`config.mk`:
```
export PLATFORM = sky130hd
export DESIGN_NAME = tcp_timer
export DESIGN_NICKNAME = d
export VERILOG_FILES = /design/src/logic/tcp_pkg.sv /design/src/logic/tcp_edge_sync.sv /design/src/logic/tcp_prescaler.sv /design/src/logic/tcp_timer.sv
export SDC_FILE = /design/constraint.sdc
export NUM_CORES = 1
export LEC_CHECK = 0
export BUFFER_PORTS_ARGS = -buffer_cell sky130_fd_sc_hd__buf_2
export CAP_MARGIN = 20
export CORE_MARGIN = 4
export CORE_UTILIZATION = 40
export DETAILED_ROUTE_END_ITERATION = 6
export PLACE_DENSITY = 0.74
export RECOVER_POWER = 50
export SKIP_CTS_REPAIR_TIMING = 1
export SYNTH_ARGS = -nofsm -noshare
export SYNTH_HDL_FRONTEND = slang
export SYNTH_HIERARCHICAL = 1
export SYNTH_SLANG_ARGS = --single-unit
export TNS_END_PERCENT = 50
```
`constraint.sdc`:
```
create_clock -name core_clk_i -period 3.5 [get_ports core_clk_i]
set_clock_uncertainty 0.15 [all_clocks]
set_input_delay 1.05 -clock core_clk_i [delete_from_list [all_inputs] [get_ports core_clk_i]]
set_output_delay 1.05 -clock core_clk_i [all_outputs]
set_load 0.02 [all_outputs]
```
`src/logic/tcp_pkg.sv`:
```
package tcp_pkg;
    localparam int unsigned CH_NUM = 8;
    localparam int unsigned CNT_W = 16;
    localparam int unsigned DIV_W = 7;
    localparam int unsigned PS_W = 3;
    localparam logic [CNT_W-1:0] CNT_ZERO = 16'h0000;
    localparam logic [CNT_W-1:0] CNT_ONE = 16'h0001;
    localparam logic [CNT_W-1:0] CNT_FULL = 16'hffff;
    localparam logic [DIV_W-1:0] DIV_ZERO = 7'h00;
    localparam logic [DIV_W-1:0] DIV_ONE = 7'h01;
    localparam logic [DIV_W:0] MASK_ONE = 8'h01;
    // Edge and level select codes
    localparam logic [1:0] ELS_NONE = 2'b00;
    localparam logic [1:0] ELS_RISE_TOGGLE = 2'b01;
    localparam logic [1:0] ELS_FALL_CLEAR = 2'b10;
    localparam logic [1:0] ELS_BOTH_SET = 2'b11;
    localparam int unsigned ELS_POL_BIT = 0;
    // Channel mode codes, upper bit alone means edge PWM
    localparam logic [1:0] MODE_CAPTURE = 2'b00;
    localparam logic [1:0] MODE_COMPARE = 2'b01;
    localparam int unsigned MODE_PWM_BIT = 1;
    typedef enum logic [1:0] {
        CLK_OFF = 2'b00,
        CLK_BUS = 2'b01,
        CLK_FIXED = 2'b10,
        CLK_EXT = 2'b11
    } tcp_clk_src_t;
endpackage

```
`src/logic/tcp_edge_sync.sv`:
```
`timescale 1ns/1ps
module tcp_edge_sync (
    // Clock and reset
    input wire logic core_clk_i,
    input wire logic arst_n_i,
    // Pin in, edges out
    input wire logic pin_i,
    output logic rise_o,
    output logic fall_o
);
    import tcp_pkg::*;
    logic meta_q, meta_d;
    logic sync_q, sync_d;
    logic last_q, last_d;

    always_comb
    begin
        meta_d = pin_i;
        sync_d = meta_q;
        last_d = sync_q;
    end

    always_ff @(posedge core_clk_i or negedge arst_n_i)
    begin
        if (!arst_n_i)
        begin
            meta_q <= 1'b0;
            sync_q <= 1'b0;
            last_q <= 1'b0;
        end
        else
        begin
            meta_q <= meta_d;
            sync_q <= sync_d;
            last_q <= last_d;
        end
    end

    // Edges only from the settled stages
    assign rise_o = sync_q & ~last_q;
    assign fall_o = ~sync_q & last_q;
endmodule

```
`src/logic/tcp_prescaler.sv`:
```
`timescale 1ns/1ps
module tcp_prescaler (
    // Clock and reset
    input wire logic core_clk_i,
    input wire logic arst_n_i,
    // Source and division
    input wire tcp_pkg::tcp_clk_src_t clock_source_select_i,
    input wire logic [tcp_pkg::PS_W-1:0] prescale_select_i,
    input wire logic fixed_clock_tick_i,
    input wire logic external_count_clock_i,
    // Control
    input wire logic run_i,
    input wire logic restart_i,
    // Counter advance pulse
    output logic count_tick_o
);
    import tcp_pkg::*;
    logic ext_rise;
    logic src_ev;
    logic [DIV_W-1:0] mask;
    logic [DIV_W-1:0] div_q, div_d;
    logic tick_q, tick_d;

    // Slow external clock, at most a quarter of core rate
    tcp_edge_sync u_ext_sync (
        .core_clk_i(core_clk_i),
        .arst_n_i(arst_n_i),
        .pin_i(external_count_clock_i),
        .rise_o(ext_rise),
        .fall_o()
    );

    always_comb
    begin
        unique case (clock_source_select_i)
            CLK_OFF: src_ev = 1'b0;
            CLK_BUS: src_ev = 1'b1;
            CLK_FIXED: src_ev = fixed_clock_tick_i;
            CLK_EXT: src_ev = ext_rise;
        endcase
        mask = DIV_W'((MASK_ONE << prescale_select_i) - MASK_ONE);
        div_d = div_q;
        tick_d = 1'b0;
        if (restart_i)
        begin
            div_d = DIV_ZERO;
        end
        else if (src_ev && run_i)
        begin
            if ((div_q & mask) == mask)
            begin
                div_d = DIV_ZERO;
                tick_d = 1'b1;
            end
            else
            begin
                div_d = div_q + DIV_ONE;
            end
        end
    end

    always_ff @(posedge core_clk_i or negedge arst_n_i)
    begin
        if (!arst_n_i)
        begin
            div_q <= DIV_ZERO;
            tick_q <= 1'b0;
        end
        else
        begin
            div_q <= div_d;
            tick_q <= tick_d;
        end
    end

    assign count_tick_o = tick_q;
endmodule

```
`src/logic/tcp_timer.sv`:
```
`timescale 1ns/1ps
module tcp_timer (
    // Clock and reset
    input wire logic core_clk_i,
    input wire logic arst_n_i,
    // Processor state
    input wire logic debug_halt_mode_i,
    input wire logic stop_mode_i,
    // Counter configuration
    input wire tcp_pkg::tcp_clk_src_t clock_source_select_i,
    input wire logic [tcp_pkg::PS_W-1:0] prescale_select_i,
    input wire logic center_align_select_i,
    input wire logic [tcp_pkg::CNT_W-1:0] modulo_limit_i,
    input wire logic fixed_clock_tick_i,
    input wire logic external_count_clock_i,
    // Counter access
    input wire logic counter_write_i,
    output logic [tcp_pkg::CNT_W-1:0] counter_value_o,
    output logic counter_down_o,
    // Overflow flag
    input wire logic overflow_clear_i,
    output logic overflow_flag_o,
    // Channel configuration
    input wire logic [tcp_pkg::CH_NUM-1:0][1:0] channel_mode_select_i,
    input wire logic [tcp_pkg::CH_NUM-1:0][1:0] edge_level_select_i,
    // Channel value access
    input wire logic [tcp_pkg::CH_NUM-1:0] value_write_i,
    input wire logic [tcp_pkg::CH_NUM-1:0][tcp_pkg::CNT_W-1:0]
        value_wdata_i,
    output logic [tcp_pkg::CH_NUM-1:0][tcp_pkg::CNT_W-1:0]
        channel_compare_value_o,
    output logic [tcp_pkg::CH_NUM-1:0][tcp_pkg::CNT_W-1:0]
        channel_pending_value_o,
    // Channel flags
    input wire logic [tcp_pkg::CH_NUM-1:0] channel_flag_clear_i,
    output logic [tcp_pkg::CH_NUM-1:0] channel_flag_o,
    // Channel pins
    input wire logic [tcp_pkg::CH_NUM-1:0] timer_channel_pin_i,
    output logic [tcp_pkg::CH_NUM-1:0] timer_channel_pin_o,
    output logic [tcp_pkg::CH_NUM-1:0] timer_channel_pin_oe_o
);
    import tcp_pkg::*;
    logic run;
    logic tick;
    logic free_run;
    logic [CNT_W-1:0] top;
    logic [CNT_W-1:0] top_less;
    logic load;
    logic ovf_evt;
    logic [CNT_W-1:0] cnt_q, cnt_d;
    logic up_q, up_d;
    logic step_q, step_d;
    logic step_up_q, step_up_d;
    logic ovf_q, ovf_d;
    logic clk_on;
    logic at_top;
    logic at_zero;

    // Wait mode is deliberately not an input: nothing stops there
    assign run = !debug_halt_mode_i && !stop_mode_i;
    assign clk_on = clock_source_select_i != CLK_OFF;

    tcp_prescaler u_prescaler (
        .core_clk_i(core_clk_i),
        .arst_n_i(arst_n_i),
        .clock_source_select_i(clock_source_select_i),
        .prescale_select_i(prescale_select_i),
        .fixed_clock_tick_i(fixed_clock_tick_i),
        .external_count_clock_i(external_count_clock_i),
        .run_i(run),
        // Restart so the period after a write is whole
        .restart_i(counter_write_i),
        .count_tick_o(tick)
    );

    always_comb
    begin
        free_run = (modulo_limit_i == CNT_ZERO)
            || (modulo_limit_i == CNT_FULL);
        top = free_run ? CNT_FULL : modulo_limit_i;
        top_less = top - CNT_ONE;
        at_top = cnt_q >= top;
        at_zero = cnt_q == CNT_ZERO;
        cnt_d = cnt_q;
        up_d = up_q;
        step_d = 1'b0;
        step_up_d = step_up_q;
        ovf_evt = 1'b0;
        load = 1'b0;
        if (counter_write_i)
        begin
            cnt_d = CNT_ZERO;
            up_d = 1'b1;
            step_up_d = 1'b1;
        end
        else if (tick)
        begin
            step_d = 1'b1;
            if (center_align_select_i)
            begin
                if (up_q && at_top)
                begin
                    up_d = 1'b0;
                    cnt_d = cnt_q - CNT_ONE;
                    step_up_d = 1'b0;
                    ovf_evt = 1'b1;
                end
                else if (up_q)
                begin
                    cnt_d = cnt_q + CNT_ONE;
                    step_up_d = 1'b1;
                    load = cnt_q == top_less;
                end
                else if (at_zero)
                begin
                    up_d = 1'b1;
                    cnt_d = cnt_q + CNT_ONE;
                    step_up_d = 1'b1;
                end
                else
                begin
                    cnt_d = cnt_q - CNT_ONE;
                    step_up_d = 1'b0;
                end
            end
            else
            begin
                up_d = 1'b1;
                step_up_d = 1'b1;
                load = cnt_q == top_less;
                // A limit lowered below the count also wraps
                if (at_top)
                begin
                    cnt_d = CNT_ZERO;
                    ovf_evt = 1'b1;
                end
                else
                begin
                    cnt_d = cnt_q + CNT_ONE;
                end
            end
        end
        // Set beats a clear in the same cycle
        ovf_d = ovf_evt || (ovf_q && !overflow_clear_i);
    end

    always_ff @(posedge core_clk_i or negedge arst_n_i)
    begin
        if (!arst_n_i)
        begin
            cnt_q <= CNT_ZERO;
            up_q <= 1'b1;
            step_q <= 1'b0;
            step_up_q <= 1'b1;
            ovf_q <= 1'b0;
        end
        else
        begin
            cnt_q <= cnt_d;
            up_q <= up_d;
            step_q <= step_d;
            step_up_q <= step_up_d;
            ovf_q <= ovf_d;
        end
    end

    assign counter_value_o = cnt_q;
    assign counter_down_o = !up_q;
    assign overflow_flag_o = ovf_q;

    genvar g;
    generate
        for (g = 0; g < CH_NUM; g++)
        begin : g_chan
            logic rise;
            logic fall;
            logic [1:0] els;
            logic [1:0] ms;
            logic pol;
            logic drive;
            logic is_cap;
            logic is_cmp;
            logic is_edge_pwm;
            logic pwm_mode;
            logic match;
            logic cap_ev;
            logic set_flag;
            logic period_start;
            logic [CNT_W-1:0] val_q, val_d;
            logic [CNT_W-1:0] buf_q, buf_d;
            logic pin_q, pin_d;
            logic flag_q, flag_d;

            tcp_edge_sync u_pin_sync (
                .core_clk_i(core_clk_i),
                .arst_n_i(arst_n_i),
                .pin_i(timer_channel_pin_i[g]),
                .rise_o(rise),
                .fall_o(fall)
            );

            always_comb
            begin
                els = edge_level_select_i[g];
                ms = channel_mode_select_i[g];
                pol = els[ELS_POL_BIT];
                drive = (els != ELS_NONE) && clk_on;
                is_cap = !center_align_select_i
                    && (ms == MODE_CAPTURE) && (els != ELS_NONE);
                is_cmp = !center_align_select_i && ((ms == MODE_COMPARE)
                    || ((ms == MODE_CAPTURE) && (els == ELS_NONE)));
                is_edge_pwm = !center_align_select_i && ms[MODE_PWM_BIT];
                pwm_mode = center_align_select_i || is_edge_pwm;
                match = step_q && (cnt_q == val_q);
                period_start = step_q && at_zero;
                cap_ev = 1'b0;
                unique case (els)
                    ELS_NONE: cap_ev = 1'b0;
                    ELS_RISE_TOGGLE: cap_ev = rise;
                    ELS_FALL_CLEAR: cap_ev = fall;
                    ELS_BOTH_SET: cap_ev = rise || fall;
                endcase
                cap_ev = cap_ev && is_cap && !stop_mode_i;
                buf_d = value_write_i[g] ? value_wdata_i[g] : buf_q;
                val_d = val_q;
                // Capture beats a value write in the same cycle
                if (cap_ev)
                begin
                    val_d = cnt_q;
                end
                else if (pwm_mode)
                begin
                    if (load)
                    begin
                        val_d = buf_q;
                    end
                end
                else if (value_write_i[g])
                begin
                    val_d = value_wdata_i[g];
                end
                pin_d = pin_q;
                set_flag = cap_ev;
                if (is_cmp && match)
                begin
                    set_flag = 1'b1;
                    // Toggle starts from the level last driven
                    unique case (els)
                        ELS_NONE: pin_d = pin_q;
                        ELS_RISE_TOGGLE: pin_d = !pin_q;
                        ELS_FALL_CLEAR: pin_d = 1'b0;
                        ELS_BOTH_SET: pin_d = 1'b1;
                    endcase
                end
                if (is_edge_pwm)
                begin
                    // Period start first so a zero value means 0 %
                    if (period_start)
                    begin
                        pin_d = !pol;
                    end
                    if (match)
                    begin
                        pin_d = pol;
                        set_flag = 1'b1;
                    end
                end
                // Direction of the step just taken decides
                if (center_align_select_i && match)
                begin
                    set_flag = 1'b1;
                    pin_d = step_up_q ? pol : !pol;
                end
                flag_d = set_flag || (flag_q && !channel_flag_clear_i[g]);
            end

            always_ff @(posedge core_clk_i or negedge arst_n_i)
            begin
                if (!arst_n_i)
                begin
                    val_q <= CNT_ZERO;
                    buf_q <= CNT_ZERO;
                    pin_q <= 1'b0;
                    flag_q <= 1'b0;
                end
                else
                begin
                    val_q <= val_d;
                    buf_q <= buf_d;
                    pin_q <= pin_d;
                    flag_q <= flag_d;
                end
            end

            assign channel_compare_value_o[g] = val_q;
            assign channel_pending_value_o[g] = buf_q;
            assign channel_flag_o[g] = flag_q;
            assign timer_channel_pin_o[g] = pin_q;
            assign timer_channel_pin_oe_o[g] = drive && !is_cap;
        end
    endgenerate
endmodule

```
---- After elaboration in Yosys (flattened, before gate mapping) ----
Index checks and enable logic that the tools add are counted.
cells by class
  $add $sub $neg .......................... 5
  $lt $le $gt $ge ......................... 1
  equality and inequality tests ........... 54
  shifts and indexed selects .............. 1
  muxes and demuxes ....................... 161
  bitwise logic cells ..................... 35
  reduce and logical (&&, ||, !) cells .... 226
operator list
  kind                                                  number
  two-way mux 16 bit                                    40
  equality test 16 bit                                  9
  logical AND 1 bit                                     109
  two-way mux 1 bit                                     101
  case mux 1 bit (4 select lines)                       17
  zero test 1 bit                                       37
  equality test 2 bit (second input constant)           18
  equality test 2 x 1 -> 1 bit (second input constant)  17
  zero test 2 bit                                       17
  logical OR 1 bit                                      34
  zero test 16 bit                                      2
  subtractor 16 x 1 -> 16 bit (second input constant)   2
  != test 3 x 2 -> 1 bit (second input constant)        8
  nonzero test 3 bit                                    8
  nonzero test 2 bit                                    11
  two-way mux 7 bit                                     3
  bitwise AND 1 bit                                     17
  NOT 1 bit                                             17
  adder 16 x 1 -> 16 bit (second input constant)        1
  equality test 16 bit (second input constant)          1
  greater-or-equal comparator 16 bit                    1
  AND reduction 2 bit                                   8
  adder 7 x 1 -> 7 bit (second input constant)          1
  bitwise AND 7 bit                                     1
  other kinds (3)                                       3
word-level totals
  flip-flop bits (word level) ............. 326
  input port bits ......................... 214
  logic and storage cells ................. 548

---- Longest topological paths before layout ----
Gate-level depths: netlist of the first run.
  depth in word-level cells ............... 13
  gate-level depth with buffers ........... 18

---- By module ----
The synthesis of the first run kept the hierarchy.
modules (own cells, without submodules)
  module         instances  cells an instance  area each (µm²)  sequential area each (µm²)
  tcp_timer      1          1833               17626.9          7283.2
  tcp_edge_sync  9          5                  90.1             75.1
  tcp_prescaler  1          53                 511.7            200.2

---- Worst setup path before layout of the first run ----
No wires, ideal clock.
  kind .................................... input-to-reg
  start point ............................. input port modulo_limit_i[5] in the netlist's numbering
  end point ............................... register g_chan[6].val_q[0]
  library setup time ...................... 123 ps
  arrival time ............................ 4723 ps
  data required time ...................... 3227 ps
  path slack .............................. -1496 ps
  stages on the path ...................... 17
  path through ............................ buf_4 nor4_4 nand4_1 o21bai_2 clkbuf_1 nor2_1 ha_1 xnor2_1 or3_1 nor4_1 and4_1 and4_1 and4_4 buf_12 o21ai_4 buf_6 o221a_1
between the ends
  longest elaborated chain between the ends .. 12
  elaborated cells between the ends (all ways) .. 15
RTL lines
  item                                                      RTL line                            RTL
  start: declaration                                        tcp_timer.sv:13                     input wire logic [tcp_pkg::CNT_W-1:0] modulo_limit_i,
  equality test 16 bit or zero test 16 bit (tied branches)  tcp_timer.sv:79, tcp_timer.sv:78
  logical OR 1 bit                                          tcp_timer.sv:79                     || (modulo_limit_i == CNT_FULL);
  two-way mux 16 bit (*)                                    tcp_timer.sv:80                     top = free_run ? CNT_FULL : modulo_limit_i;
  subtractor 16 x 1 -> 16 bit                               tcp_timer.sv:81                     top_less = top - CNT_ONE;
  equality test 16 bit                                      tcp_timer.sv:112, tcp_timer.sv:130
  two-way mux 1 bit                                         tcp_timer.sv:108                    else if (up_q)
  two-way mux 1 bit                                         tcp_timer.sv:101                    if (up_q && at_top)
  two-way mux 1 bit (*)                                     tcp_timer.sv:99                     if (center_align_select_i)
  two-way mux 1 bit (*)                                     tcp_timer.sv:96                     else if (tick)
  two-way mux 1 bit (*)                                     tcp_timer.sv:90                     if (counter_write_i)
  != test 3 x 2 -> 1 bit (no source line) (*)               n/a
  AND reduction 2 bit (no source line) (*)                  n/a
  end signal: assignment                                    tcp_timer.sv:288                    val_q <= val_d;
  end: declaration                                          tcp_timer.sv:189                    logic [CNT_W-1:0] val_q, val_d;
Every way passes the cells marked *; elsewhere a longest branch is shown, timed or not.
A chain may end at the register's enable or synchronous reset.

---- Final worst setup path of the first run ----
  start point ............................. input port modulo_limit_i[9] in the netlist's numbering
  end point ............................... register cnt_q[13], in the netlist counter_value_o[13]
between the ends
  longest elaborated chain between the ends .. 9
  elaborated cells between the ends (all ways) .. 11
RTL lines
  item                                                      RTL line                          RTL
  equality test 16 bit or zero test 16 bit (tied branches)  tcp_timer.sv:79, tcp_timer.sv:78
  logical OR 1 bit                                          tcp_timer.sv:79
  two-way mux 16 bit (*)                                    tcp_timer.sv:80
  greater-or-equal comparator 16 bit (*)                    tcp_timer.sv:82                   at_top = cnt_q >= top;
  logical AND 1 bit                                         tcp_timer.sv:101
  two-way mux 16 bit                                        tcp_timer.sv:101
  two-way mux 16 bit (*)                                    tcp_timer.sv:99
  two-way mux 16 bit (*)                                    tcp_timer.sv:96
  two-way mux 16 bit (*)                                    tcp_timer.sv:90
  end signal: assignment                                    tcp_timer.sv:159                  cnt_q <= cnt_d;
  end: declaration                                          tcp_timer.sv:50                   logic [CNT_W-1:0] cnt_q, cnt_d;
Every way passes the cells marked *; elsewhere a longest branch is shown, timed or not. The select of a mux whose other input is x is not followed.

==> metrics.txt, run 1 <==
Tightest Hold Check Type=register to register; die height=226 um; hpwl dp=56200 um; CP Class=primary input to register; I/O pins=512; hold slack=0.196 ns; Placed Area=22700 um^2; first-pass GRT wire length=111000 um; combinational power share=22.8%; Sw Ratio=32.8%; pwr dens=455 nW/um^2; die area=50900 um^2; clock buffer depth=3; synthesized instance count=1930; hold violation count in the final report=0; setup ws final=-0.681 ns; vias in the first global route=18171; CTS buffer count=38; global-route usage over all layers=28.1%; worst slew pin tran=1.95 ns; CP Data Arrival Time=4.48 ns; synthesized area per cell=9.81 um^2; routed via count=18792; CP delay by family, top=simple AND/OR/NAND/NOR gates; H-Tree Depth=2; Final ANT Viol Nets=0; M3 GR Usage=5.86%; met1 usage=36.4%; Clock Sinks=326; cell area after synthesis=18900 um^2; largest net degree at the start of global routing=78; Die X=226 um; cell-internal power=7460 uW; share of layout cells above drive strength 1=37.4%; crit path cell chain=buf_2 -> nand4_1 -> nor4_2 -> o21bai_4 -> buf_6 -> buf_4 -> buf_4 -> nor2_1 -> ha_1 -> nand2_1 -> nand2_1 -> a31oi_4 -> o21ai_4 -> buf_4 -> nand3_4 -> or4_4 -> and4_1 -> a211o_1; sequential power share=42.8%; Max-cap violations=1; Worst setup EP type=register; # rows=79; met2 Usage GRT=46.3%; Detailed Route Iter0 Violations=1870; Max-slew headroom=-29.8%; Overflow after GRT=0; most used cell, CP=buf_4; Final Cell Area=24400 um^2; Root Driver=clkbuf_16; Nets=2722; leakage power=0.0110 uW; Top Usage Layer GRT=met2; Net Switching=3640 uW; WL per Instance=24.7 um; top fanout value on the critical path=7; P&R area growth vs syn=28.9%; clock share of power=34.4%; failing checks=max-capacitance violations, max-slew violations, negative setup slack; WP buf/inv=5; fmax=239 MHz; initial core utilization=40.6%; CTS tree=built; gpl congestion=0.963; Startpoint Class=primary input; CTS clock-pin slew for the worst setup and hold paths=0.06 ns; Slew Viols, Final=65; pre-CTS WS=-1.36 ns; quantity of I/O buffers inserted on ports=511; RSZ-0062 raised after global routing=yes; outcome=complete, but fails checks; TritonRoute pass-1 iters=5; Syn. warnings=6; CP max stage delay=0.55 ns; drt total wl=77300 um; DRC Markers=0; critical path required time=3.79 ns; period utilization=119%; CORE AREA=46700 um^2; # fillers=4181; initial antenna violation count=12; Finish-stage setup viols=152; post-layout min period=4.18 ns; Syn Nets=2165; slowest cell on the critical path=or4_4; Max VDD drop=0.364 mV; DR vias/cell=6.00; worst-skew pair later-pin latency=0.56 ns
-- power groups by stage --
stage                     Sequential, uW  Combinational, uW  Clock, uW
after floorplan                     5190                965          0
final                               4750               2530       3820
after global placement              4780               2440          0
after detailed placement            4800               2500          0
after global routing                4800               2700       4030
after CTS                           4740               2510       3870
-- flip-flops by register name, summed over array words and instances (netlist names) --
name / count
u_prescaler/u_ext_sync/last_d: 1
g_chan.pin_q: 8
u_prescaler/u_ext_sync/meta_q: 1
g_chan.u_pin_sync/last_d: 8
u_prescaler/div_q: 7
step_q: 1
g_chan.buf_q: 128
g_chan.u_pin_sync/meta_q: 8
overflow_flag_o: 1
counter_value_o: 16
u_prescaler/count_tick_o: 1
g_chan.val_q: 128
g_chan.flag_q: 8
step_up_q: 1
u_prescaler/u_ext_sync/last_q: 1
g_chan.u_pin_sync/last_q: 8
-- final timing paths --
check                                            start                          end  slack (ns)  depth (start not counted)
max                                  modulo_limit_i[9]          counter_value_o[13]       -0.68                         18
min                        g_chan[4].u_pin_sync/meta_q  g_chan[4].u_pin_sync/last_d        0.20                          0
max reg2reg                         counter_value_o[9]              g_chan[2].pin_q        0.39                          9
min reg2reg                g_chan[4].u_pin_sync/meta_q  g_chan[4].u_pin_sync/last_d        0.20                          0
max in group asynchronous                     arst_n_i           g_chan[7].val_q[9]        0.60                          2
min in group asynchronous                     arst_n_i          g_chan[2].buf_q[15]        0.90                          1
-- layer usage --
layer | routed length (um) | part of all wire, % | up-vias
li1 | - | - | 8204
met1 | 30200 | 39 | 9295
met2 | 36900 | 48 | 1087
met3 | 6850 | 8.9 | 202
met4 | 3340 | 4.3 | 4
met5 | 27 | 0.035 | -
-- per-stage QoR --
step | setup TNS [ns] | util, % | power (uW) | cells
2_1_floorplan | -164.65 | - | 6150 | 1930
3_3_place_gp | -178.47 | 48.7 | 7220 | 3028
3_5_place_dp | -183.96 | 48.7 | 7300 | 3028
4_1_cts | -102.09 | 51.2 | 11100 | 3094
5_1_grt | -101.61 | 52.3 | 11500 | 3126
6_report | -85.28 | 52.3 | 11100 | 3130
-- cells in the final DEF (no fill, tap or decap), drive strengths merged, types with 7 or more instances in the layout --
| cell type | instances |
|---|---|
| buf | 650 |
| nor2 | 331 |
| dfrtp | 325 |
| a21oi | 153 |
| mux2 | 133 |
| o221a | 128 |
| xnor2 | 97 |
| clkbuf | 76 |
| nand2 | 67 |
| xor2 | 62 |
| nand3 | 54 |
| o21ai | 51 |
| nand4 | 41 |
| nor3 | 35 |
| inv | 29 |
| nor4 | 26 |
| a31oi | 25 |
| ha | 21 |
| nor2b | 16 |
| a211o | 14 |
| or4 | 13 |
| or3 | 12 |
| diode | 10 |
| a211oi | 10 |
| nand2b | 9 |
| a22oi | 9 |
| mux2i | 9 |
| nor3b | 8 |
| and2b | 8 |
| and4 | 8 |
| o211ai | 7 |
| o31a | 7 |
| clkinv | 7 |
-- layout make-up --
type	count	area [um^2]	area share, %
well taps	607	759	3.11
inverters	27	101	0.415
repair buffers	672	3910	16.0
flip-flops and latches	326	8180	33.5
clock buffers	54	1050	4.31
clock inverters	12	113	0.461
multi-input cells	1422	10300	42.1
diodes	10	25.0	0.103
Power figures use the tool's default switching activity.
==> run 2: changes to the inputs <==
--- a/config.mk
+++ b/config.mk
@@ -5,12 +5,13 @@
 export SDC_FILE = /design/constraint.sdc
 export NUM_CORES = 1
 export LEC_CHECK = 0
+export ABC_AREA = 1
 export BUFFER_PORTS_ARGS = -buffer_cell sky130_fd_sc_hd__buf_2
 export CAP_MARGIN = 20
 export CORE_MARGIN = 4
 export CORE_UTILIZATION = 40
 export DETAILED_ROUTE_END_ITERATION = 6
-export PLACE_DENSITY = 0.74
+export PLACE_DENSITY = 0.73
 export RECOVER_POWER = 50
 export SKIP_CTS_REPAIR_TIMING = 1
 export SYNTH_ARGS = -nofsm -noshare
==> run 2 against run 1 <==
Effect of this change:
- the flow still finishes with violations (max-capacitance violations, max-slew violations, negative setup slack)
- global-route usage is 1.3 points higher
- area after synthesis grew 12%
- sequential share of layout area decreased by 3.6 points
- flip-flop and latch count did not move
- non-clock buffer count is 22 higher
- maximum frequency up 19%
- via count up 24%
- critical path type unchanged
- largest power group unchanged
==> metrics.txt, run 2 <==
outcome=complete, but fails checks (unchanged); failing checks=max-capacitance violations, max-slew violations, negative setup slack (unchanged); setup ws final=-0.00400 ns (was -0.681 ns); post-layout min period=3.50 ns (was 4.18 ns); Critical Path Sink=g_chan[7].val_q[8] (was counter_value_o[13]); DR vias/cell=5.42 (was 6.00); largest net degree at the start of global routing=63 (was 78); global-route usage over all layers=29.4% (was 28.1%); Die X=238 um (was 226 um); cells on worst reg2reg path=11 (was 9); Critical R2R Launch=counter_value_o[0] (was counter_value_o[9]); leakage power=0.0145 uW (was 0.0110 uW); WL per Instance=20.3 um (was 24.7 um); gpl congestion=0.953 (was 0.963); # rows=84 (was 79); Syn Nets=3271 (was 2165); Max-slew headroom=-9.50% (was -29.8%); commonest non-fill, non-tap cell in the layout=nand2_1 (was buf_2); die height=238 um (was 226 um); Syn. warnings=6 (unchanged); H-Tree Depth=2 (unchanged); first-pass GRT wire length=130000 um (was 111000 um); Tightest Hold Check Type=register to register (unchanged); Final ANT Viol Nets=0 (unchanged); DRC Markers=0 (unchanged); Startpoint Class=primary input (unchanged); cell area after synthesis=21200 um^2 (was 18900 um^2); most frequent cells in the layout=nand2_1, buf_2, inv_1 (was buf_2, nor2_1, dfrtp_1); Overflow after GRT=0 (unchanged); critical path required time=3.77 ns (was 3.79 ns); fmax=285 MHz (was 239 MHz); Slew Viols, Final=63 (was 65); worst-skew pair later-pin latency=0.56 ns (about the same); drt total wl=87200 um (was 77300 um); CP Class=primary input to register (unchanged); utilization after layout=51.9% (was 52.3%); CP Data Arrival Time=3.78 ns (was 4.48 ns); Placed Area=25500 um^2 (was 22700 um^2); share of layout cells above drive strength 1=25.1% (was 37.4%); pwr dens=446 nW/um^2 (was 455 nW/um^2); CORE AREA=52600 um^2 (was 46700 um^2); Nets=3824 (was 2722); flip-flop and latch area=8160 um^2 (was 8180 um^2); P&R area growth vs syn=28.6% (was 28.9%); CTS tree=built (unchanged); synthesized instance count=3036 (was 1930); Clock Sinks=326 (unchanged); vias in the first global route=21846 (was 18171); synthesized area per cell=6.98 um^2 (was 9.81 um^2); worst slew pin tran=1.64 ns (was 1.95 ns); antenna fix cells=0 (was 10); multi-input logic area=11300 um^2 (was 10300 um^2); hold violation count in the final report=0 (unchanged); Max-cap violations=1 (unchanged); hold path start=g_chan[6].u_pin_sync/meta_q (was g_chan[4].u_pin_sync/meta_q); die area=56700 um^2 (was 50900 um^2); clock buffer depth=3 (unchanged); Worst setup EP type=register (unchanged); Root Driver=clkbuf_16 (unchanged); CTS clock-pin slew for the worst setup and hold paths=0.06 ns (about the same); # fillers=5209 (was 4181); RSZ-0062 raised after global routing=yes (unchanged); Finish-stage setup viols=1 (was 152); I/O pins=512 (unchanged); Setup crit start=modulo_limit_i[4] (was modulo_limit_i[9]); top fanout value on the critical path=8 (was 7); WHS Path Cells=0 (unchanged); TritonRoute pass-1 iters=6 (was 5); FF-to-FF End=g_chan[2].pin_q (unchanged); Max VDD drop=0.333 mV (was 0.364 mV); period utilization=100% (was 119%); quantity of I/O buffers inserted on ports=511 (unchanged); CTS buffer count=39 (was 38); initial core utilization=40.3% (was 40.6%); initial antenna violation count=3 (was 12); routed via count=23300 (was 18792); Final Cell Area=27300 um^2 (was 24400 um^2); FF-to-FF setup slack=0.44 ns (was 0.39 ns); Detailed Route Iter0 Violations=2263 (was 1870); hpwl dp=64900 um (was 56200 um)
run 2: cell count changes in the layout (fill, tap and decap cells not counted), sizes merged, moves of 30 or more:
| cell | change |
|---|---|
| nor2 | -116 |
| nand3 | +175 |
| nand2 | +791 |
| xnor2 | -72 |
| o21ai | +286 |
| mux2 | -133 |
| o221a | -128 |
| or2 | +30 |
| o211ai | +136 |
| inv | +338 |
| a21oi | -118 |
run 2: critical path, cell delays in order:
cell and delay [ns]:
buf_8 0.10, nand2_2 0.06, inv_2 0.03, nand2_2 0.07, nor2_4 0.04, nand2_4 0.12
nand2_8 0.07, nor2_4 0.14, ha_4 0.16, nand2_2 0.06, inv_2 0.06, nand4_1 0.19
nor2_4 0.27, nand2_1 0.10, nand2_2 0.08, nand2_1 0.05, nand2_1 0.05, nand2_1 0.06
nor2_2 0.11, nand2_2 0.10, nor2_8 0.13, buf_12 0.18, nand3_4 0.18, buf_12 0.19
nand3_2 0.06, nand2_1 0.06
run 2: routing by layer:
metal | global-route usage (%) | routed length, um | vias to the layer above
met5 | 0 | 0 | -
met2 | 47.5 | 40800 | 1036
met4 | 10.7 | 3460 | 0
li1 | - | - | 11089
met3 | 4.97 | 7090 | 206
met1 | 40.0 | 35900 | 10969
run 2: stage by stage:
step                      setup slack [ns]  total power [uW]  setup TNS [ns]  std cells  hold slack [ns]
after global routing                -0.181             12800          -15.20       4300            0.203
after detailed placement            -0.569              8040          -70.25       4229            0.186
after CTS                           0.0170             12200               0       4293            0.195
after global placement              -0.443              8010          -55.35       4229            0.182
final                             -0.00400             12100        -0.00400       4300            0.186
after floorplan                    -0.0896              6650           -6.29       3036            0.181
run 2: final cells by class:
cell class | count | area share (%)
multi-input combinational | 2149 | 41.4
sequential | 326 | 29.9
timing repair buffer | 694 | 15.7
inverter | 379 | 5.23
clock buffer | 58 | 4.36
tap | 688 | 3.16
clock inverter | 6 | 0.243
run 2: how the worst min path moves through the flow:
stage	endpoint	slack (ns)
after floorplan	g_chan[0].u_pin_sync/last_d	0.18
after global placement	g_chan[4].u_pin_sync/last_d	0.18
after detailed placement	u_prescaler/u_ext_sync/last_d	0.19
after CTS	g_chan[6].u_pin_sync/last_d	0.19
after global routing	g_chan[7].u_pin_sync/last_d	0.20
final	g_chan[6].u_pin_sync/last_d	0.19
run 2: power breakdown:
part | internal [uW] | switching [uW]
Combinational | 1160 | 2130
Clock | 2410 | 1680
Sequential | 4240 | 534
==> run 3: changes to the inputs <==
--- a/config.mk
+++ b/config.mk
@@ -9,11 +9,11 @@
 export BUFFER_PORTS_ARGS = -buffer_cell sky130_fd_sc_hd__buf_2
 export CAP_MARGIN = 20
 export CORE_MARGIN = 4
-export CORE_UTILIZATION = 40
+export CORE_UTILIZATION = 51
+export CTS_BUF_LIST = sky130_fd_sc_hd__clkbuf_4
 export DETAILED_ROUTE_END_ITERATION = 6
-export PLACE_DENSITY = 0.73
+export PLACE_DENSITY = 0.88
 export RECOVER_POWER = 50
-export SKIP_CTS_REPAIR_TIMING = 1
 export SYNTH_ARGS = -nofsm -noshare
 export SYNTH_HDL_FRONTEND = slang
 export SYNTH_HIERARCHICAL = 1
==> run 3 against run 2 <==
Effect of this change:
- the flow finishes with violations (design-rule violations, max-capacitance violations, max-slew violations)
- power shrank 3.6%
- hold slack improved by 0.0072 ns
- global-route usage grew 6.4 points
- utilization up 12 points
- routed wire length is 4.3% lower
- sequential share of layout area increased by 1.0 points
- sequential power about the same
- via count up 3.6%
- die area is 21% lower
- clock-buffer cell count rose by 73
- cell area fell by 3.4%
- highest routed layer unchanged
==> metrics.txt, run 3 (same netlist as run 2, synthesis figures left out) <==
outcome=complete, but fails checks (unchanged); failing checks=design-rule violations, max-capacitance violations, max-slew violations (was max-capacitance violations, max-slew violations, negative setup slack); global-route usage over all layers=35.8% (was 29.4%); initial core utilization=51.8% (was 40.3%); # rows=74 (was 84); Critical Path Sink=timer_channel_pin_oe_o[3] (was g_chan[7].val_q[8]); WP buf/inv=4 (was 5); I/O pins=512 (unchanged); pwr dens=444 nW/um^2 (was 446 nW/um^2); post-layout min period=3.41 ns (was 3.50 ns); CP Data Arrival Time=2.21 ns (was 3.78 ns); Critical R2R Launch=counter_value_o[5] (was counter_value_o[0]); worst-skew pair later-pin latency=0.80 ns (was 0.56 ns); # fillers=3535 (was 5209); Max-cap violations=1 (unchanged); Final ANT Viol Nets=0 (unchanged); utilization after layout=64.4% (was 51.9%); vias in the first global route=22884 (was 21846); die area=44900 um^2 (was 56700 um^2); Detailed Route Iter0 Violations=2048 (was 2263); clock share of power=31.9% (was 33.7%); top fanout value on the critical path=14 (was 8); CORE AREA=40900 um^2 (was 52600 um^2); Die X=212 um (was 238 um); period utilization=97.5% (was 100%); Clock Sinks=326 (unchanged); Root Driver=clkbuf_4 (was clkbuf_16); hpwl dp=61400 um (was 64900 um); clock buffer depth=3 (unchanged); most frequent cells in the layout=nand2_1, buf_2, inv_1 (unchanged); crit path cell chain=clkbuf_4 -> nor2_1 -> clkinv_1 -> o211ai_1 -> inv_1 -> buf_2; Setup TNS=0 ns (was -0.00400 ns); H-Tree Depth=3 (was 2); CP Class=primary input to output port (was primary input to register); FF-to-FF setup slack=0.47 ns (was 0.44 ns); DRC Markers=2 (was 0); # hold bufs at CTS=0; Net Switching=4340 uW (about the same); TritonRoute pass-1 iters=7 (was 6); routed via count=24131 (was 23300); Startpoint Class=primary input (unchanged); largest net degree at the start of global routing=89 (was 63); fmax=293 MHz (was 285 MHz); Nets=3860 (was 3824); CP delay by family, top=buffers and inverters (was simple AND/OR/NAND/NOR gates); Overflow after GRT=0 (unchanged); P&R area growth vs syn=24.3% (was 28.6%); die height=212 um (was 238 um); cell-internal power=7360 uW (was 7810 uW); WL per Instance=19.7 um (was 20.3 um); critical path required time=2.30 ns (was 3.77 ns); WHS Path Cells=0 (unchanged); Finish-stage setup viols=0 (was 1); quantity of I/O buffers inserted on ports=511 (unchanged); leakage power=0.0143 uW (was 0.0145 uW); slowest cell on the critical path=clkbuf_4 (was nor2_4); initial antenna violation count=4 (was 3); combinational power share=27.5% (was 27.1%); DR vias/cell=5.71 (was 5.42); CTS tree=built (unchanged); first-pass GRT wire length=126000 um (was 130000 um); CP max stage delay=0.28 ns (was 0.27 ns); Tightest Hold Check Type=register to register (unchanged); sequential power share=40.6% (was 39.3%); CTS clock-pin slew for the worst setup and hold paths=0.07 ns (was 0.06 ns); CTS buffer count=91 (was 39); cells on worst reg2reg path=13 (was 11); RSZ-0062 raised after global routing=no (was yes); Worst setup EP type=output port (was register); worst slew pin tran=2.30 ns (was 1.64 ns); CP Depth=6 (was 26); drt total wl=83400 um (was 87200 um); Max-slew headroom=-53.3% (was -9.50%); Max VDD drop=0.369 mV (was 0.333 mV); FF-to-FF End=g_chan[5].pin_q (was g_chan[2].pin_q); Slew Viols, Final=88 (was 63); hold violation count in the final report=0 (unchanged); Sw Ratio=37.1% (was 35.7%); share of layout cells above drive strength 1=24.5% (was 25.1%); gpl congestion=0.967 (was 0.953); commonest non-fill, non-tap cell in the layout=nand2_1 (unchanged); Setup crit start=center_align_select_i (was modulo_limit_i[4])
run 3: cell count changes in the layout (fill, tap and decap cells not counted), moves of 8 or more:
cell | before | now
clkinv_1 | 14 | 32
nand2_8 | 9 | 1
buf_6 | 18 | 0
clkbuf_8 | 10 | 0
clkbuf_4 | 2 | 133
nand2_2 | 24 | 9
nand2_1 | 818 | 835
buf_2 | 487 | 500
clkbuf_16 | 42 | 0
nand3_1 | 172 | 213
nand3_2 | 52 | 15
run 3: through the flow:
step	total power (uW)	instance area [um^2]	setup WS [ns]	std cells	hold WS, ns
after CTS	11700	26400	0.0611	4220	0.0884
final	11700	26300	0.0888	4225	0.193
after global routing	12300	26300	0.0276	4225	0.145
after global placement	7920	25200	-0.500	4062	0.182
after detailed placement	7990	25200	-0.611	4062	0.185
after floorplan	6650	21300	-0.0896	3036	0.181
run 3: final cells by class:
| type | count | area [um^2] | area share [%] |
|---|---|---|---|
| multi-input combinational | 2147 | 10900 | 41.3 |
| clock buffer | 131 | 983 | 3.73 |
| sequential | 326 | 8160 | 31.0 |
| clock inverter | 27 | 223 | 0.845 |
| antenna | 3 | 7.51 | 0.0285 |
| inverter | 379 | 1430 | 5.41 |
| tap | 532 | 666 | 2.53 |
| timing repair buffer | 680 | 3990 | 15.1 |
run 3: power groups by stage:
| stage | Clock [uW] | Sequential [uW] | Combinational (uW) |
|---|---|---|---|
| after floorplan | 0 | 5180 | 1470 |
| after global placement | 0 | 4780 | 3140 |
| after detailed placement | 0 | 4790 | 3200 |
| after CTS | 3760 | 4730 | 3220 |
| after global routing | 3960 | 4790 | 3530 |
| final | 3730 | 4750 | 3220 |
run 3: how the worst min path moves through the flow:
stage                                      startpoint                           to
after floorplan           g_chan[0].u_pin_sync/meta_q  g_chan[0].u_pin_sync/last_d
after global placement    g_chan[5].u_pin_sync/meta_q  g_chan[5].u_pin_sync/last_d
after detailed placement  g_chan[4].u_pin_sync/meta_q  g_chan[4].u_pin_sync/last_d
after CTS                                    arst_n_i           g_chan[2].buf_q[5]
after global routing           timer_channel_pin_i[2]  g_chan[2].u_pin_sync/meta_q
final                     g_chan[3].u_pin_sync/meta_q  g_chan[3].u_pin_sync/last_d
run 3: routing by layer:
| layer | routed length, um | part of all wire (%) | global-route usage [%] | up-vias |
|---|---|---|---|---|
| met4 | 4690 | 5.6 | 17.7 | 0 |
| li1 | - | - | - | 11231 |
| met5 | 0 | 0 | 0 | - |
| met3 | 9070 | 11 | 9.25 | 316 |
| met2 | 38100 | 46 | 56.6 | 1412 |
| met1 | 31600 | 38 | 45.7 | 11172 |
run 3: repair_timing:
item                                    in CTS  in global routing
gates resized for setup                      0                  1
endpoints found under the hold margin        0                  0
endpoints found under the setup margin       0                 77
setup buffers                                0                  2
